`config.mk`:
```
export PLATFORM = sky130hd
export DESIGN_NAME = cerr_unit
export DESIGN_NICKNAME = d
export VERILOG_FILES = /design/src/hdl/cerr_pkg.sv /design/src/hdl/cerr_status_select.sv /design/src/hdl/cerr_unit.sv
export SDC_FILE = /design/constraint.sdc
export NUM_CORES = 1
export LEC_CHECK = 0
export BUFFER_PORTS_ARGS = -buffer_cell sky130_fd_sc_hd__buf_2
export CORE_MARGIN = 1
export CORE_UTILIZATION = 45
export CTS_CLUSTER_SIZE = 25
export DETAILED_ROUTE_END_ITERATION = 10
export GPL_TIMING_DRIVEN = 0
export PLACE_DENSITY = 0.81
export SLEW_MARGIN = 40
export SYNTH_ARGS = -nofsm -noshare
export SYNTH_HDL_FRONTEND = slang
export SYNTH_SLANG_ARGS = --single-unit
```
`constraint.sdc`:
```
create_clock -name clock -period 2.1 [get_ports clock]
set_clock_uncertainty 0.1 [all_clocks]
set_input_delay 0.315 -clock clock [delete_from_list [all_inputs] [get_ports clock]]
set_output_delay 0.315 -clock clock [all_outputs]
set_load 0.005 [all_outputs]
```
`src/hdl/cerr_pkg.sv`:
```
package cerr_pkg;
    // queue and command widths
    localparam int QID_W = 4;
    localparam int NQ = 16;
    localparam int CID_W = 8;
    localparam int SC_W = 8;
    localparam int SCT_W = 3;
    // status code types
    localparam logic [2:0] SCT_GENERIC = 3'h0;
    localparam logic [2:0] SCT_MEDIA = 3'h2;
    // generic status codes
    localparam logic [7:0] SC_SUCCESS = 8'h00;
    localparam logic [7:0] SC_DATA_XFER_ERR = 8'h04;
    localparam logic [7:0] SC_INTERNAL_ERR = 8'h06;
    localparam logic [7:0] SC_ABORT_SQ_DEL = 8'h08;
    // media status codes
    localparam logic [7:0] SC_WRITE_FAULT = 8'h80;
    localparam logic [7:0] SC_UNRECOV_READ = 8'h81;
    localparam logic [7:0] SC_GUARD_ERR = 8'h82;
    // reset values
    localparam logic RST_FATAL = 1'h0;
    localparam logic [15:0] RST_QALLOC = 16'h0000;
    // consecutive posting failures before the flag is set
    localparam logic [2:0] POST_FAIL_LIMIT = 3'h3;
    // completion engine states
    typedef enum logic [2:0] {
        CE_IDLE = 3'h1,
        CE_RUN = 3'h2,
        CE_DONE = 3'h4
    } cerr_state_t;
endpackage

```
`src/hdl/cerr_status_select.sv`:
```
`timescale 1ns/1ps
`default_nettype none
// picks the completion status from the error sources of one command
module cerr_status_select (
    // error sources
    input wire logic sqDeleted,
    input wire logic busAbort,
    input wire logic internalErr,
    input wire logic mediaErr,
    input wire logic [2:0] mediaKind,
    input wire logic limitedRetry,
    // chosen status
    output logic [2:0] statusType,
    output logic [7:0] statusCode,
    output logic retry
);
    wire logic anyGeneric;
    wire logic [7:0] genericCode;
    wire logic [7:0] mediaCode;
    // lowest numerical generic code wins when several coexist
    assign genericCode = busAbort ? cerr_pkg::SC_DATA_XFER_ERR :
        internalErr ? cerr_pkg::SC_INTERNAL_ERR :
        sqDeleted ? cerr_pkg::SC_ABORT_SQ_DEL : cerr_pkg::SC_SUCCESS;
    assign anyGeneric = busAbort | internalErr | sqDeleted;
    // media failure type decides the code
    assign mediaCode = (mediaKind == 3'h1) ? cerr_pkg::SC_UNRECOV_READ :
        (mediaKind == 3'h2) ? cerr_pkg::SC_GUARD_ERR : cerr_pkg::SC_WRITE_FAULT;
    // generic codes sit in type 0, numerically below any media type
    assign statusType = anyGeneric ? cerr_pkg::SCT_GENERIC :
        (mediaErr ? cerr_pkg::SCT_MEDIA : cerr_pkg::SCT_GENERIC);
    assign statusCode = anyGeneric ? genericCode :
        (mediaErr ? mediaCode : cerr_pkg::SC_SUCCESS);
    // retry may help for transient faults, never after a deletion or limited retry
    assign retry = (anyGeneric | mediaErr) & ~sqDeleted & ~limitedRetry &
        (internalErr | mediaErr) & ~busAbort;
endmodule
`default_nettype wire

```
`src/hdl/cerr_unit.sv`:
```
`timescale 1ns/1ps
`default_nettype none
module cerr_unit (
    // clock and reset
    input wire logic clock,
    input wire logic arst_n,
    // queue management
    input wire logic queueCreate,
    input wire logic queueDelete,
    input wire logic deleteIsSq,
    input wire logic [3:0] queueId,
    output logic [15:0] queueAllocated,
    // command start
    input wire logic cmdStart,
    input wire logic [3:0] cmdQueue,
    input wire logic [7:0] cmdId,
    input wire logic cmdLimitedRetry,
    output logic cmdBusy,
    // error sources during execution
    input wire logic mediaErr,
    input wire logic [2:0] mediaKind,
    input wire logic readErr,
    input wire logic busAbort,
    input wire logic internalErr,
    input wire logic execDone,
    // data transfer control
    input wire logic stopOnReadErr,
    output logic dataXferEnable,
    output logic recoveryAllowed,
    // completion posting
    output logic cplValid,
    input wire logic cplReady,
    input wire logic cplPostFail,
    output logic [7:0] cplCmdId,
    output logic [3:0] cplQueue,
    output logic [2:0] cplStatusType,
    output logic [7:0] cplStatusCode,
    output logic cplRetry,
    // controller status word bit
    output logic controller_fatal_flag
);

    cerr_pkg::cerr_state_t state_r, state_nxt;
    logic [15:0] qAlloc_r;
    logic [7:0] cmdId_r;
    logic [3:0] cmdQ_r;
    logic limRetry_r, busErr_r, intErr_r, medErr_r, sqDel_r, readStop_r, fatal_r;
    logic [2:0] medKind_r;
    logic [2:0] failCnt_r;
    logic [2:0] selType;
    logic [7:0] selCode;
    logic selRetry;
    logic [2:0] cplType_r;
    logic [7:0] cplCode_r;
    logic cplRetry_r;
    wire logic running = (state_r == cerr_pkg::CE_RUN);
    wire logic delHitsCmd = queueDelete & deleteIsSq & (queueId == cmdQ_r) & running;
    // bus errors stop the command at once, as do deletions of its queue
    wire logic abortNow = running & (busAbort | delHitsCmd);
    wire logic finishNow = running & (execDone | abortNow);
    wire logic postOk = cplValid & cplReady & ~cplPostFail;
    wire logic postBad = cplValid & cplReady & cplPostFail;
    wire logic startOk = cmdStart & ~fatal_r & qAlloc_r[cmdQueue];
    // error sources of the running command: stored ones merged with this cycle's
    wire logic selSqDel = sqDel_r | delHitsCmd;
    wire logic selBusAbort = busErr_r | (running & busAbort);
    wire logic selIntErr = intErr_r | (running & internalErr);
    wire logic selMedErr = medErr_r | (running & (mediaErr | readErr));
    wire logic [2:0] selMedKind = readErr ? 3'h1 : (mediaErr ? mediaKind : medKind_r);

    cerr_status_select cerr_status_select_i (
        .sqDeleted(selSqDel),
        .busAbort(selBusAbort),
        .internalErr(selIntErr),
        .mediaErr(selMedErr),
        .mediaKind(selMedKind),
        .limitedRetry(limRetry_r),
        .statusType(selType),
        .statusCode(selCode),
        .retry(selRetry)
    );

    // engine sequencing: a failed command still completes and the unit returns to idle
    always_comb begin
        state_nxt = state_r;
        unique case (state_r)
            cerr_pkg::CE_IDLE: if (startOk) state_nxt = cerr_pkg::CE_RUN;
            cerr_pkg::CE_RUN: if (finishNow) state_nxt = cerr_pkg::CE_DONE;
            cerr_pkg::CE_DONE: if (cplReady) state_nxt = cerr_pkg::CE_IDLE;
            default: state_nxt = cerr_pkg::CE_IDLE;
        endcase
    end

    always_ff @(posedge clock or negedge arst_n) begin
        if (!arst_n) state_r <= cerr_pkg::CE_IDLE;
        else state_r <= state_nxt;
    end

    // allocation map; a delete frees the queue's slot
    always_ff @(posedge clock or negedge arst_n) begin
        if (!arst_n) qAlloc_r <= cerr_pkg::RST_QALLOC;
        else if (queueDelete) qAlloc_r[queueId] <= 1'h0;
        else if (queueCreate) qAlloc_r[queueId] <= 1'h1;
    end

    // per-command error capture, cleared at each start
    always_ff @(posedge clock or negedge arst_n) begin
        if (!arst_n) begin
            cmdId_r <= 8'h00;
            cmdQ_r <= 4'h0;
            limRetry_r <= 1'h0;
            busErr_r <= 1'h0;
            intErr_r <= 1'h0;
            medErr_r <= 1'h0;
            medKind_r <= 3'h0;
            sqDel_r <= 1'h0;
            readStop_r <= 1'h0;
        end else if (state_r == cerr_pkg::CE_IDLE && state_nxt == cerr_pkg::CE_RUN) begin
            cmdId_r <= cmdId;
            cmdQ_r <= cmdQueue;
            limRetry_r <= cmdLimitedRetry;
            busErr_r <= 1'h0;
            intErr_r <= 1'h0;
            medErr_r <= 1'h0;
            medKind_r <= 3'h0;
            sqDel_r <= 1'h0;
            readStop_r <= 1'h0;
        end else if (running) begin
            busErr_r <= busErr_r | busAbort;
            intErr_r <= intErr_r | internalErr;
            medErr_r <= medErr_r | mediaErr | readErr;
            if (readErr) medKind_r <= 3'h1;
            else if (mediaErr) medKind_r <= mediaKind;
            sqDel_r <= sqDel_r | delHitsCmd;
            readStop_r <= readStop_r | (readErr & stopOnReadErr);
        end
    end

    // completion entry is latched as the command finishes
    always_ff @(posedge clock or negedge arst_n) begin
        if (!arst_n) begin
            cplType_r <= 3'h0;
            cplCode_r <= 8'h00;
            cplRetry_r <= 1'h0;
        end else if (finishNow) begin
            cplType_r <= selType;
            cplCode_r <= selCode;
            cplRetry_r <= selRetry;
        end
    end

    // repeated posting failure means completions cannot reach the host
    always_ff @(posedge clock or negedge arst_n) begin
        if (!arst_n) failCnt_r <= 3'h0;
        else if (postOk) failCnt_r <= 3'h0;
        else if (postBad && failCnt_r != cerr_pkg::POST_FAIL_LIMIT) failCnt_r <= failCnt_r + 3'h1;
    end

    // sticky until controller reset; no interrupt path exists for it
    always_ff @(posedge clock or negedge arst_n) begin
        if (!arst_n) fatal_r <= cerr_pkg::RST_FATAL;
        else if (failCnt_r == cerr_pkg::POST_FAIL_LIMIT) fatal_r <= 1'h1;
    end

    // outputs
    assign queueAllocated = qAlloc_r;
    assign cmdBusy = ~(state_r == cerr_pkg::CE_IDLE);
    assign dataXferEnable = running & ~readStop_r & ~busErr_r;
    assign recoveryAllowed = running & ~limRetry_r;
    assign cplValid = (state_r == cerr_pkg::CE_DONE);
    assign cplCmdId = cmdId_r;
    assign cplQueue = cmdQ_r;
    assign cplStatusType = cplType_r;
    assign cplStatusCode = cplCode_r;
    assign cplRetry = cplRetry_r;
    assign controller_fatal_flag = fatal_r;
endmodule
`default_nettype wire

```
# Word-level counts from Yosys, hierarchy flattened
# Cells that the tools add are included.
# classes
addsub	1
order_cmp	3
n_eq_ne	9
muxes	35
bitwise_logic	48
reduce_logical	6
# ops
op	n
$mux 8	5
$mux 16	2
$mux 3	10
$and 1x1->1	21
$and 16x16->16	1
$not 16->16	1
$or 1x1->1	16
$or 16x16->16	1
$eq 3x2->1 const B	4
$mux 1	12
$lt 4x5->1 const B	2
$pmux 3 s3	1
$not 1->1	8
$eq 3x1->1 const B	2
$reduce_bool 2->1	3
$bmux 1 s4	1
$demux 1 s4	1
$eq 4x4->1	1
$ge 4x1->1 const B	1
$mux 2	2
$mux 4	1
$add 3x1->3 const B	1
$eq 3x3->1 const B	1
$logic_and 1x1->1	3
$ne 3x2->1 const B	1
# totals
ff_bits	56
input_bits	34
output_inout_bits	45
wordCells	118

# Logic depth before layout (Yosys ltp)
# logic_depth
ltp_word	12
depth_mapped	7
ltp_nobuf	5

# Cells and area by module
# From an unflattened synthesis, not the netlist that was laid out.
# hier_totals
hier_cells	232
area_unflattened_um2	2720.1
# by_module_without_submodules
mod	instances	cells_per_inst	area_per_inst_um2	seq_area_each_um2
cerr_unit	1	215	2593.7	1402.6
cerr_status_select	1	17	126.4	0.0

# Worst setup path after synthesis
# Ideal clock, no wire load.
# synth_timing
kind	input -> register
start	input port cmdQueue[0]
end	register cmdId_r[0] (netlist: cplCmdId[0])
setup_time_ns	0.125
arrival_time_ns	1.814
required_ns	1.875
setup_slack_ns	0.061
stages	7
path_buffers	2
cell_sequence	buf_6 -> mux4_2 -> o22ai_2 -> nor3_2 -> a31oi_4 -> buf_12 -> mux2_4
# synth_between
elab_chain_cells	7
# synth_lines
element	line	text
from (decl)	cerr_unit.sv:15	input wire logic [3:0] cmdQueue,
$bmux 1 s4	cerr_unit.sv:63	wire logic startOk = cmdStart & ~fatal_r & qAlloc_r[cmdQueue];
$mux 1 (not written as such)	cerr_unit.sv:63	
$and 1x1->1	cerr_unit.sv:63	
$mux 3	cerr_unit.sv:87	cerr_pkg::CE_IDLE: if (startOk) state_nxt = cerr_pkg::CE_RUN;
$pmux 3 s3	cerr_unit.sv:86	unique case (state_r)
$eq 3x2->1	cerr_unit.sv:118	end else if (state_r == cerr_pkg::CE_IDLE && state_nxt == cerr_pkg::CE_RUN) begin
$logic_and 1x1->1	cerr_unit.sv:118	
to (signal assigned)	cerr_unit.sv:119	cmdId_r <= cmdId;
to (decl)	cerr_unit.sv:45	logic [7:0] cmdId_r;
# No other way between the ends. The select of a mux whose other input is x is not followed.
# A chain may end at the register's enable or synchronous reset.

==> out/results.tsv <==
metric	value	unit
die_w	77.6	µm
grt_pass1_vias	1852	
drc_errors	0	
yosysMostFrequentCell	dfrtp_1	
clockBufferDepth	2	
clkSinkCount	50	
ant_nets	0	
end_kind	flip-flop	
synth_area_per_cell	11.0	µm²
io_pins	79	
ys_types	51	
grtUsageTotal	0.184	
status	finished clean	
port_buffers	72	
cts_tree	built	
critPathBufInv	1	
tightestPinTransition	0.631	ns
via_per_inst	5.26	
synthTopCellsByCount	dfrtp_1, o21ai_0, o31ai_1	
clk_pin_slew	0.09	ns
antenna_found_initial	0	
synth-seq-area-share	0.487	
gr-total-overflow	0	
vias	2061	
vdd_drop_max	593	µV
async_reset_ff_frac	1.00	
firstDrtPassIters	4	
grt_pass1_wl	8710	µm
layout.nets	356	
start_util	0.467	
die_h	77.6	µm
cts_buffers	5	
drt_iter0_markers	90	
setup_violations	0	
cts_max_level	2	
crit_type	flip-flop to flip-flop	
critPathMaxFanout	10	
hold_path.class	input pin to flip-flop	
max_stage_delay	0.48	ns
synth_area_leader_cell	dfrtp_1	
hpwl	4060	µm
drive_gt1_frac	0.388	
finalHoldViolCount	0	
cp-start-kind	flip-flop	
postSynthCellCount	234	
nFillCells	486	
cp_data_required_time	2.19	ns
synth_warnings	0	
grt_max_degree	51	
min_period_over_period	0.981	
root_buffer	clkbuf_8	
core	0.00551	mm²
place_congestion	0.827	
synth.ff_latch_count	50	
holdCritStartpoint	cmdId[4]	
clk_latency	0.30	ns
p_leak	1.52	nW
diodes	0	
slew_headroom	0.579	
cp.arrival	2.15	ns
cp_slowest_cell	mux4_2	
max_freq	0.485	GHz
synth_area_leaders	dfrtp_1, mux2_4, o31ai_1	
wl_per_cell	13.9	µm
rsz0062_at_grt	true	
synthFlopType	dfrtp_1	
path_cells	mux4_2 -> o22ai_2 -> nor3_2 -> a31oi_4 -> buf_12 -> mux2_4	
syn_area	0.00257	mm²
syn2layout_area_growth	22.9	%
synth_edf_count	0	
drv_slew	0	
drt-total-wl	5440	µm
worst_slack	0.0396	ns
hold_slack	0.145	ns
postLayoutCoreUtil	0.574	
dp_slack	-0.0839	ns
period_minus_slack	2.06	ns
critical-path-top-delay-family	multiplexers	
cap_viol_max_count	0	
core.rowCount	27	
die_area	0.00603	mm²
power_density	943	mW/mm²
netlist.area_leader.share	0.476	
metrics by stage:
stage	instances	total power, W	instance area [µm²]	setup TNS (ns)
after floorplan	238	0.00206	2590	0
after global placement	382	0.00243	3040	-0.761
after detailed placement	382	0.00247	3040	-0.857
after CTS	391	0.00301	3140	0
after global routing	392	0.00319	3160	-0.207
final	392	0.00298	3160	0
path summary, 6_finish.rpt:
kind	endpoint	slack [ns]	cells past startpoint
worst max-delay path	cplCmdId[3]	0.04	6
worst min-delay path	cplCmdId[4]	0.14	2
worst max register to register	cplCmdId[3]	0.04	6
worst min register to register	cplStatusCode[3]	0.38	2
max in group asynchronous	readStop_r	1.00	2
min in group asynchronous	asynchronous set/reset pin	0.47	2
report_power, final:
group | total (W) | switching, W | internal (W) | leakage (nW)
registers | 0.00146 | 0.000211 | 0.00125 | 0.620
logic | 0.000996 | 0.000418 | 0.000579 | 0.858
clock network | 0.000523 | 0.000299 | 0.000224 | 0.0438
area by class of cell:
| cell class | count | area [µm²] | area share |
|---|---|---|---|
| clock buffer | 5 | 68.8 | 0.0218 |
| clock inverter | 2 | 10.0 | 0.00316 |
| inverter | 4 | 15.0 | 0.00475 |
| multi-input combinational | 167 | 1220 | 0.386 |
| tap | 72 | 90.1 | 0.0285 |
| sequential | 50 | 1250 | 0.396 |
| timing repair buffer | 76 | 395 | 0.125 |
| buffer | 16 | 111 | 0.0352 |
kinds of logic (layout without fill, tap and decap cells):
logic type                 Yosys count  in the layout  share of synthesized area
adders and majority gates            2              2                    0.00972
buffers and inverters               21            103                     0.0506
other                                1              5                    0.00146
muxes                               18             18                      0.103
and+or+nand+nor                     69             69                      0.157
AOI/OAI and AO/OA                   69             69                      0.178
DFF                                 50             50                      0.487
xor gates and xnor gates             4              4                     0.0136
timing repair:
action / in CTS / in global routing
buffers inserted: 2 / 1
pin swaps: 0 / 0
hold endpoints to repair: 49 / 0
setup endpoints to repair: 11 / 26
gates resized for setup: 0 / 3
hold buffers: 1 / 0
cells in the final DEF, fill, tap and decap left out, types with 6 or more instances in the layout:
cell type / n
buf_2: 72
dfrtp_1: 49
o21ai_0: 22
o31ai_1: 19
a21oi_1: 13
nor2_1: 13
nand2_1: 11
buf_4: 11
mux2_4: 10
nor2b_1: 7
nand2b_1: 6
clkbuf_1: 6
nand3_1: 6
routing by layer:
metal	part of all wire	global-route usage
met5	0	0
met4	0.0042	0.0283
met3	0.057	0.0447
met2	0.48	0.299
met1	0.46	0.253
Note: power is estimated with default switching activity, not from simulation.
